[config.mk]
export PLATFORM = sky130hd
export DESIGN_NAME = sqpo_top
export DESIGN_NICKNAME = d
export VERILOG_FILES = /design/src/sqpo_pkg.sv /design/src/sqpo_top.sv
export VERILOG_INCLUDE_DIRS = /design/src /design/src/src
export SDC_FILE = /design/constraint.sdc
export NUM_CORES = 2
export LEC_CHECK = 0
export BUFFER_PORTS_ARGS = -buffer_cell sky130_fd_sc_hd__clkbuf_2
export CORE_AREA = 2 2 279 281
export CTS_BUF_LIST = sky130_fd_sc_hd__clkbuf_4
export CTS_CLUSTER_DIAMETER = 60
export DETAILED_ROUTE_END_ITERATION = 6
export DIE_AREA = 0 0 281 283
export PLACE_DENSITY = 0.62
export SETUP_SLACK_MARGIN = 0.05
export SYNTH_ARGS = -nofsm -noshare
export SYNTH_HDL_FRONTEND = slang
export SYNTH_SLANG_ARGS = --single-unit
[constraint.sdc]
create_clock -name CLK -period 13.65 [get_ports CLK]
set_clock_uncertainty 0.05 [all_clocks]
set_input_delay 2.0475 -clock CLK [delete_from_list [all_inputs] [get_ports CLK]]
set_output_delay 2.0475 -clock CLK [all_outputs]
set_load 0.1 [all_outputs]
[src/sqpo_regs.svh]
// register offsets, field positions, reset values of the pulse re-output
// block; assumes a 32-bit apb slave decoding paddr[7:0]
`ifndef SQPO_REGS_SVH
`define SQPO_REGS_SVH

`define SQPO_CTRL_OFS      8'h00
`define SQPO_RES_OFS       8'h04
`define SQPO_PITCH_OFS     8'h08
`define SQPO_SPEED_OFS     8'h0c
`define SQPO_STAT_OFS      8'h10
`define SQPO_ISTAT_OFS     8'h14
`define SQPO_ICLR_OFS      8'h18
`define SQPO_IEN_OFS       8'h1c
`define SQPO_PMON_LO_OFS   8'h20
`define SQPO_PMON_HI_OFS   8'h24

`define SQPO_CTRL_DIRSEL   0
`define SQPO_CTRL_IDXOPT   1
`define SQPO_CTRL_CONV     2
`define SQPO_CTRL_CGATE    3
`define SQPO_CTRL_RESTART  4

`define SQPO_EV_SETERR     0
`define SQPO_EV_OVSPD      1
`define SQPO_EV_INDEX      2

`define SQPO_RES_RST       13'h0014
`define SQPO_RES_MAX       13'h1000
`define SQPO_PITCH_RST     24'h0007d0
`define SQPO_SPEED_RST     16'h0032
`define SQPO_PITCH_4UM     24'h000190
`define SQPO_SPEED_CAP     16'h000a
`define SQPO_LIM_MUL       40'h0000000048
`define SQPO_LIM_DIV       40'h0000000064
`define SQPO_IDX_STEPS     2'h2

`endif

[src/sqpo_pkg.sv]
// types of the pulse re-output block; no assumptions on surroundings
package sqpo_pkg;
    // quadrature state, gray along the forward path 00-01-11-10
    typedef enum logic [1:0] {
        SQPO_Q_IDLE = 2'h0,
        SQPO_Q_A    = 2'h1,
        SQPO_Q_AB   = 2'h3,
        SQPO_Q_B    = 2'h2
    } sqpo_quad_t;
endpackage

[src/sqpo_top.sv]
// quadrature pulse re-output of a linear scale, with index gating,
// resolution divider, setting and overspeed alarms, apb register file.
// assumes scale step, zero and speed inputs synchronous to CLK.
// Operation
// - phases A and B are offset by a quarter cycle, 90 degrees
// - each of A, B and C leaves as a true and inverted pair
// - index pulse lasts exactly one phase A high width
// - reverse direction select keeps the same A/B phase form
// - direction-dependent zero points give index pulses at two positions
// - optionally gate index on the scale count direction itself
// - first forward crossing emits index and arms later crossings of that zero point
// - reverse crossings suppressed until a forward crossing has emitted
// - arming is kept separately for every zero point
// - index option: 0 forward only, 1 both directions, after restart
// - with converter unit the index goes out in both directions
// - resolution 1 to 4096, default 20, applied at restart
// - divide four-times feedback edges per pitch down to resolution
// - resolution limited to pitch/100 over max speed times 72
// - pitch from setting with converter, else recognised pitch
// - at 4 um pitch the max speed is capped at 1 m/s
// - setting error alarm on range or limit violation
// - overspeed alarm when speed exceeds the resolution limit
`timescale 1ns/100ps
`include "sqpo_regs.svh"

module sqpo_top
    import sqpo_pkg::*;
#(
    parameter int ZW = 2                       // zero point id width
) (
    input  wire logic          CLK,            // system clock 100 MHz
    input  wire logic          SYS_RST,        // async reset, high
    input  wire logic          PSEL,           // apb select
    input  wire logic          PENABLE,        // apb access phase
    input  wire logic          PWRITE,         // apb direction
    input  wire logic [7:0]    PADDR,          // apb byte address
    input  wire logic [31:0]   PWDATA,         // apb write data
    output logic      [31:0]   PRDATA,         // apb read data
    output logic               PREADY,         // apb ready
    output logic               PSLVERR,        // apb error, unmapped
    input  wire logic          SCALE_STEP,     // one feedback edge
    input  wire logic          SCALE_UP,       // scale counts up
    input  wire logic          SCALE_ZERO,     // zero point passed
    input  wire logic [ZW-1:0] SCALE_ZERO_ID,  // which zero point
    input  wire logic [12:0]   SCALE_DIVS,     // divisions per pitch
    input  wire logic [23:0]   RECOG_PITCH,    // recognised pitch
    input  wire logic [15:0]   MOTOR_SPEED,    // speed, 0.1 m/s
    output logic               QUAD_OUT_A,     // phase A
    output logic               QUAD_OUT_A_N,   // phase A inverted
    output logic               QUAD_OUT_B,     // phase B
    output logic               QUAD_OUT_B_N,   // phase B inverted
    output logic               INDEX_OUT,      // phase C
    output logic               INDEX_OUT_N,    // phase C inverted
    output logic               IRQ             // level interrupt
);

    localparam int NZ = 1 << ZW;

    // next quadrature state; one function for both directions of travel, chosen by fwd
    function automatic sqpo_quad_t quad_next(input sqpo_quad_t q,
                                             input logic fwd);
        case (q)
            SQPO_Q_IDLE: quad_next = fwd ? SQPO_Q_A    : SQPO_Q_B;
            SQPO_Q_A:    quad_next = fwd ? SQPO_Q_AB   : SQPO_Q_IDLE;
            SQPO_Q_AB:   quad_next = fwd ? SQPO_Q_B    : SQPO_Q_A;
            SQPO_Q_B:    quad_next = fwd ? SQPO_Q_IDLE : SQPO_Q_AB;
            default:     quad_next = SQPO_Q_IDLE;
        endcase
    endfunction

    // software-side settings, as written
    logic [4:0]   ctrl_r;
    logic [12:0]  res_r;
    logic [23:0]  pitch_r;
    logic [15:0]  speed_r;
    logic [2:0]   ien_r;
    logic [2:0]   istat_r;
    // settings in force, copied only at restart
    logic [12:0]  res_act_r;
    logic [23:0]  pitch_act_r;
    logic [15:0]  speed_act_r;
    logic         dirsel_act_r;
    logic         idxopt_act_r;
    logic         conv_act_r;
    logic         cgate_act_r;
    logic         restart_r;
    // datapath state
    logic signed [15:0] acc_r;
    sqpo_quad_t   quad_r;
    logic [1:0]   idx_cnt_r;
    logic [NZ-1:0] armed_r;
    logic         seterr_r;
    logic         ovspd_r;

    // apb decode; the answer comes one cycle into the access phase
    wire acc_ph   = PSEL & PENABLE;
    wire xfer     = acc_ph & PREADY;
    wire wr_en    = xfer & PWRITE;
    wire sel_ctrl = PADDR == `SQPO_CTRL_OFS;
    wire sel_res  = PADDR == `SQPO_RES_OFS;
    wire sel_pit  = PADDR == `SQPO_PITCH_OFS;
    wire sel_spd  = PADDR == `SQPO_SPEED_OFS;
    wire sel_stat = PADDR == `SQPO_STAT_OFS;
    wire sel_ist  = PADDR == `SQPO_ISTAT_OFS;
    wire sel_iclr = PADDR == `SQPO_ICLR_OFS;
    wire sel_ien  = PADDR == `SQPO_IEN_OFS;
    wire sel_pml  = PADDR == `SQPO_PMON_LO_OFS;
    wire sel_pmh  = PADDR == `SQPO_PMON_HI_OFS;
    wire mapped   = sel_ctrl | sel_res | sel_pit | sel_spd | sel_stat |
                    sel_ist | sel_iclr | sel_ien | sel_pml | sel_pmh;
    wire restart_wr = wr_en & sel_ctrl & PWDATA[`SQPO_CTRL_RESTART];

    // read mux; status shows the resolution in force and live alarms
    wire [31:0] stat_word = {7'h00, idx_cnt_r, armed_r[0], quad_r,
                             res_act_r, 5'h00, ovspd_r, seterr_r};
    wire [31:0] rd_word =
        sel_ctrl ? {28'h0000000, ctrl_r[3:0]} :
        sel_res  ? {19'h00000, res_r} :
        sel_pit  ? {8'h00, pitch_r} :
        sel_spd  ? {16'h0000, speed_r} :
        sel_stat ? stat_word :
        sel_ist  ? {29'h00000000, istat_r} :
        sel_ien  ? {29'h00000000, ien_r} :
        sel_pml  ? {16'h0000, RECOG_PITCH[15:0]} :
        sel_pmh  ? {24'h000000, RECOG_PITCH[23:16]} : 32'h00000000;

    // apb handshake and read data
    always_ff @(posedge CLK or posedge SYS_RST) begin
        if (SYS_RST) begin
            PREADY  <= 1'b0;
            PRDATA  <= 32'h00000000;
            PSLVERR <= 1'b0;
        end else begin
            PREADY  <= acc_ph & ~PREADY;
            PRDATA  <= (acc_ph & ~PREADY & ~PWRITE) ? rd_word : PRDATA;
            PSLVERR <= acc_ph & ~PREADY & ~mapped;
        end
    end

    // writable settings; restart bit is a self-clearing strobe
    always_ff @(posedge CLK or posedge SYS_RST) begin
        if (SYS_RST) begin
            ctrl_r  <= 5'h00;
            res_r   <= `SQPO_RES_RST;
            pitch_r <= `SQPO_PITCH_RST;
            speed_r <= `SQPO_SPEED_RST;
            ien_r   <= 3'h0;
        end else begin
            if (wr_en & sel_ctrl)
                ctrl_r <= {1'b0, PWDATA[3:0]};
            if (wr_en & sel_res)
                res_r <= PWDATA[12:0];
            if (wr_en & sel_pit)
                pitch_r <= PWDATA[23:0];
            if (wr_en & sel_spd)
                speed_r <= PWDATA[15:0];
            if (wr_en & sel_ien)
                ien_r <= PWDATA[2:0];
        end
    end

    // settings take effect only at restart, like a power cycle
    always_ff @(posedge CLK or posedge SYS_RST) begin
        if (SYS_RST) begin
            restart_r    <= 1'b0;
            res_act_r    <= `SQPO_RES_RST;
            pitch_act_r  <= `SQPO_PITCH_RST;
            speed_act_r  <= `SQPO_SPEED_RST;
            dirsel_act_r <= 1'b0;
            idxopt_act_r <= 1'b0;
            conv_act_r   <= 1'b0;
            cgate_act_r  <= 1'b0;
        end else begin
            restart_r <= restart_wr;
            if (restart_r) begin
                res_act_r    <= res_r;
                pitch_act_r  <= pitch_r;
                speed_act_r  <= speed_r;
                dirsel_act_r <= ctrl_r[`SQPO_CTRL_DIRSEL];
                idxopt_act_r <= ctrl_r[`SQPO_CTRL_IDXOPT];
                conv_act_r   <= ctrl_r[`SQPO_CTRL_CONV];
                cgate_act_r  <= ctrl_r[`SQPO_CTRL_CGATE];
            end
        end
    end

    // pitch source: setting with converter, else recognised pitch
    wire [23:0] pitch_eff = conv_act_r ? pitch_act_r : RECOG_PITCH;
    wire        pitch_4um = pitch_eff == `SQPO_PITCH_4UM;
    // 4 um pitch caps the maximum speed at the converter response limit
    wire [15:0] speed_eff = (pitch_4um && speed_act_r > `SQPO_SPEED_CAP) ?
                            `SQPO_SPEED_CAP : speed_act_r;
    // limit test without a divider: res*100*speed <= pitch*72
    wire [39:0] pitch_x72 = {16'h0000, pitch_eff} * `SQPO_LIM_MUL;
    wire [39:0] res_x100  = {27'h0000000, res_act_r} * `SQPO_LIM_DIV;
    wire [39:0] lim_lhs   = res_x100 * {24'h000000, speed_eff};
    wire [39:0] run_lhs   = res_x100 * {24'h000000, MOTOR_SPEED};
    wire res_range_bad = res_act_r == 13'h0000 ||
                         res_act_r > `SQPO_RES_MAX;
    wire res_lim_bad   = lim_lhs > pitch_x72;
    wire seterr_nxt    = res_range_bad | res_lim_bad;
    wire ovspd_nxt     = (run_lhs > pitch_x72) |
                         (pitch_4um & (MOTOR_SPEED > `SQPO_SPEED_CAP));

    // alarms; a bad setting freezes the pulse outputs
    always_ff @(posedge CLK or posedge SYS_RST) begin
        if (SYS_RST) begin
            seterr_r <= 1'b0;
            ovspd_r  <= 1'b0;
        end else begin
            seterr_r <= seterr_nxt;
            ovspd_r  <= ovspd_nxt;
        end
    end

    // travel direction; reverse select flips the meaning of scale counts
    // so the output phase form stays that of standard travel
    wire        fwd       = SCALE_UP ^ dirsel_act_r;
    wire [15:0] edges_pp  = {1'b0, SCALE_DIVS, 2'b00};
    wire signed [15:0] res_s = $signed({3'b000, res_act_r});
    wire signed [15:0] n_s   = $signed(edges_pp);
    wire signed [15:0] acc_up = acc_r + res_s;
    wire signed [15:0] acc_dn = acc_r - res_s;
    wire run      = SCALE_STEP & ~seterr_r;
    wire wrap_up  = acc_up >= n_s;
    wire wrap_dn  = acc_dn < 16'sh0000;
    wire out_step = run & (fwd ? wrap_up : wrap_dn);
    wire signed [15:0] acc_nxt =
        ~run ? acc_r :
        fwd  ? (wrap_up ? acc_up - n_s : acc_up) :
               (wrap_dn ? acc_dn + n_s : acc_dn);
    wire sqpo_quad_t quad_nxt = out_step ? quad_next(quad_r, fwd) : quad_r;

    // resolution divider and quadrature sequencer
    always_ff @(posedge CLK or posedge SYS_RST) begin
        if (SYS_RST) begin
            acc_r  <= 16'sh0000;
            quad_r <= SQPO_Q_IDLE;
        end else begin
            acc_r  <= restart_r ? 16'sh0000 : acc_nxt;
            quad_r <= quad_nxt;
        end
    end

    // index gating: count direction or travel direction, per zero point
    wire zdir_fwd  = cgate_act_r ? SCALE_UP : fwd;
    wire both_dirs = idxopt_act_r | conv_act_r;
    wire z_armed   = armed_r[SCALE_ZERO_ID];
    wire z_live    = SCALE_ZERO & ~seterr_r;
    // forward always emits; reverse only when armed and both allowed
    wire idx_fire  = z_live & (zdir_fwd | (both_dirs & z_armed));
    wire idx_ev    = idx_fire | (idx_cnt_r != 2'h0 && out_step);

    // arming bits, one per zero point, cleared by restart
    genvar gz;
    generate
        for (gz = 0; gz < NZ; gz++) begin : g_arm
            always_ff @(posedge CLK or posedge SYS_RST) begin
                if (SYS_RST)
                    armed_r[gz] <= 1'b0;
                else if (restart_r)
                    armed_r[gz] <= 1'b0;
                else if (z_live & zdir_fwd &&
                         SCALE_ZERO_ID == ZW'(gz))
                    armed_r[gz] <= 1'b1;
            end
        end
    endgenerate

    // index width counted in quadrature steps, one phase A high time,
    // so it scales with the resolution in force
    always_ff @(posedge CLK or posedge SYS_RST) begin
        if (SYS_RST)
            idx_cnt_r <= 2'h0;
        else if (idx_fire)
            idx_cnt_r <= `SQPO_IDX_STEPS;
        else if (idx_ev)
            idx_cnt_r <= idx_cnt_r - 2'h1;
    end

    // pin drivers: complementary pairs straight from flip-flops
    always_ff @(posedge CLK or posedge SYS_RST) begin
        if (SYS_RST) begin
            QUAD_OUT_A   <= 1'b0;
            QUAD_OUT_A_N <= 1'b1;
            QUAD_OUT_B   <= 1'b0;
            QUAD_OUT_B_N <= 1'b1;
            INDEX_OUT    <= 1'b0;
            INDEX_OUT_N  <= 1'b1;
        end else begin
            QUAD_OUT_A   <= quad_nxt[0];
            QUAD_OUT_A_N <= ~quad_nxt[0];
            QUAD_OUT_B   <= quad_nxt[1];
            QUAD_OUT_B_N <= ~quad_nxt[1];
            INDEX_OUT    <= idx_fire | (idx_cnt_r != 2'h0 &&
                            !(idx_cnt_r == 2'h1 && out_step));
            INDEX_OUT_N  <= ~(idx_fire | (idx_cnt_r != 2'h0 &&
                            !(idx_cnt_r == 2'h1 && out_step)));
        end
    end

    // sticky events; a set in the same cycle as its clear wins
    wire [2:0] ev_set = {idx_fire, ovspd_nxt & ~ovspd_r,
                         seterr_nxt & ~seterr_r};
    wire [2:0] ev_clr = (wr_en & sel_iclr) ? PWDATA[2:0] : 3'h0;
    always_ff @(posedge CLK or posedge SYS_RST) begin
        if (SYS_RST) begin
            istat_r <= 3'h0;
            IRQ     <= 1'b0;
        end else begin
            istat_r <= (istat_r & ~ev_clr) | ev_set;
            IRQ     <= |(((istat_r & ~ev_clr) | ev_set) & ien_r);
        end
    end
endmodule // sqpo_top

==> run metrics <==
sequential share of the synthesized area 13.3%; drt drc 3; CP required between 10 and 15 ns; first-pass GRT wire length 156 mm; GRT Max-Usage Layer met2; most frequent cells in the layout 642 x inv_1, 457 x fa_1, 432 x nand2_1, 411 x ha_1, 227 x nor2_1; Worst setup endpoint IRQ; Synth async-reset ratio 100%; RR Endpoint IRQ; reg-to-reg startpoint res_act_r[2]; CTS tree done; WP data arrival approximately 13 ns; worst min-delay path category flop to flop; RSZ-0062 raised after global routing no; die height 283 um; Slowest Stage Delay on Critical Path 0.70 ns; Post-DP Area around 0.036 mm2; crit path from res_act_r[2]; vias per cell between 5 and 6; EDFF count, synth 0; Slowest cell on crit path o31ai_1; post-CTS sizing 0; Synthesis Warnings 0; status finished, violations left; Main synth FF type dfrtp_1; critical path class flop to flop; met2 GRT Util approximately 40%; crit path max fanout 27; Routed WL between 90 and 100 mm; Pwr Density 40.8 mW/mm2; n_diodes 0; Core Util, Final between 40% and 50%; First DRT Iteration DRCs 1790; Setup Buffers After CTS 0; die area 0.0795 mm2; multi-input logic area 0.0265 mm2; GRT Util Overall around 25%; FF+latch area 0.00451 mm2; final worst path period need 12.64 ns; worst vdd ir 0.000111 V; post-synthesis cell type count 94; max frequency 0.0791 GHz; synthesis-to-finish area growth 5.80%; Tot Pwr 1.47 mW; commonest non-fill, non-tap cell in the layout inv_1; register-to-register setup slack 1.01 ns; largest net degree at the start of global routing 108; Final Max Tran Viols 0; Max Root-Sink Buffers 2; core area 0.0767 mm2; most used cell, CP fa_1; clock sinks roughly 180; Static Leakage about 18 nW; Hold-fix buffers, CTS 0; Clock Pin Slew Worst Setup and Hold Paths 0.17 ns; Fin. Hold Viols 0; fin area approximately 0.036 mm2; vias roughly 27000; worst r2r path cells 42; synthesized area per cell 8.87 um2; ratio of cells with drive above 1 in the final layout 11.0%; post-synthesis cell area 0.0340 mm2; Inserted Clock Buffers 17; Root Buffer clkbuf_4; Period Utilization, post-route 92.6%; dpl hpwl slightly below 80 mm; met1 Track Usage GR 35.5%; # IOs 144; Worst Setup Start Kind flop; placer congestion estimate just over 0.9; max-cap violation count 0; Setup-failing EPs final 0; Synth Instances 3838; # port buffers 128; Worst-Margin Slew 1.21 ns; Pre-antenna DRT Iters 7; Post-DRT Antenna Nets 0; htree depth 4; setup_tns 0 ns; Hold WS 0.465 ns; failing checks DRC; GR Overflow Total 0; nets approximately 4800; worst-skew pair later-pin latency around 0.61 ns; vias in the first global route 27707; initial antenna violation count 2; row count 102; grt met3 use 5.10%; drt wl/cell 19.7 um; Worst slew margin a little under a fifth; FF+latch count, synth 179; effective utilization at floorplan 44.4%; Die X 281 um; Fillers 7481; Setup crit end kind flop
## sequential cells by signal, indices dropped and copies added, names as in the netlist, 2 cells and up
signal       flops
pitch_r         24
armed_r          4
PRDATA          25
ctrl_r           4
speed_r         16
ien_r            3
idx_cnt_r        2
pitch_act_r     24
acc_r           16
istat_r          3
res_r           13
res_act_r       13
speed_act_r     16
## through the flow
stage | setup slack [ns] | std cells
2_1_floorplan | 2.83 | 3844
3_3_place_gp | 1.33 | 4884
3_5_place_dp | 1.25 | 4884
4_1_cts | 1.16 | 4916
5_1_grt | 0.126 | 4916
6_report | 1.01 | 4916
## critical path: cells and delay by family, from the launching register on
family | cells | cell delay, ns
buffers and inverters | 5 | 0.73
xor gates and xnor gates | 1 | 0.53
and+or+nand+nor | 9 | 1.81
DFF | 1 | 0.64
adders and majority gates | 12 | 5.30
AOI/OAI and AO/OA | 15 | 3.46
## worst min path at each step
stage | from | end | slack, ns | cells past startpoint
finish | PRDATA[0] | PRDATA[0] | 0.47 | 2
global route | armed_r[1] | armed_r[1] | 0.49 | 2
CTS | PRDATA[0] | PRDATA[0] | 0.47 | 2
detailed placement | PRDATA[0] | PRDATA[0] | 0.42 | 2
global placement | PRDATA[4] | PRDATA[4] | 0.42 | 2
floorplan | armed_r[2] | armed_r[2] | 0.41 | 2
## logic make-up after synthesis
kind of cell / after synthesis / share of synthesized area (%)
adder cells (fa/ha/maj): 870 / 42.1
AND/OR/NAND/NOR: 1124 / 15.7
flip-flops: 179 / 13.3
buffers and inverters: 818 / 9.20
AO/OA/AOI/OAI: 535 / 10.5
multiplexers: 179 / 5.82
other: 1 / 0.0110
XOR/XNOR: 132 / 3.42
## report_power, final
| part | switching, mW | leakage, nW | internal, mW | total, mW |
|---|---|---|---|---|
| registers | 0.0179 | 2.31 | 0.550 | 0.568 |
| clock network | 0.214 | 0.140 | 0.0828 | 0.296 |
| logic | 0.405 | 16.0 | 0.201 | 0.606 |
## per-layer routing
layer	up-vias	share of wire, %
met5	-	0.025
met4	4	3.0
met3	138	8.1
met2	954	45
met1	13486	44
li1	12512	-
## cell usage after synthesis (19+ instances only)
cell type	n	area share (%)
o21ai_0	117	1.7
nand2_1	432	4.8
inv_1	643	7.1
a21o_1	41	0.90
clkbuf_1	141	1.6
and3_1	51	0.94
a21oi_1	125	1.8
o21a_1	23	0.51
nand2b_1	75	1.4
fa_1	457	27
nor3_1	37	0.54
ha_1	413	15
dfstp_2	25	1.9
nor2_1	230	2.5
a31oi_1	19	0.35
mux2_2	141	4.7
and2_1	131	2.4
dfrtp_1	154	11
nand3_1	51	0.75
xor2_1	41	1.1
nor2b_1	24	0.44
mux2i_1	37	1.1
a221oi_1	20	0.51
xnor2_1	90	2.3
## area by class of cell
cell class / instances / share of cell area (%)
sequential: 179 / 12.5
clock buffer: 18 / 0.375
multi-input combinational: 2847 / 73.6
tap: 1040 / 3.61
inverter: 644 / 6.73
clock inverter: 14 / 0.372
timing repair buffer: 174 / 2.74
(Power assumes the default switching activity.)
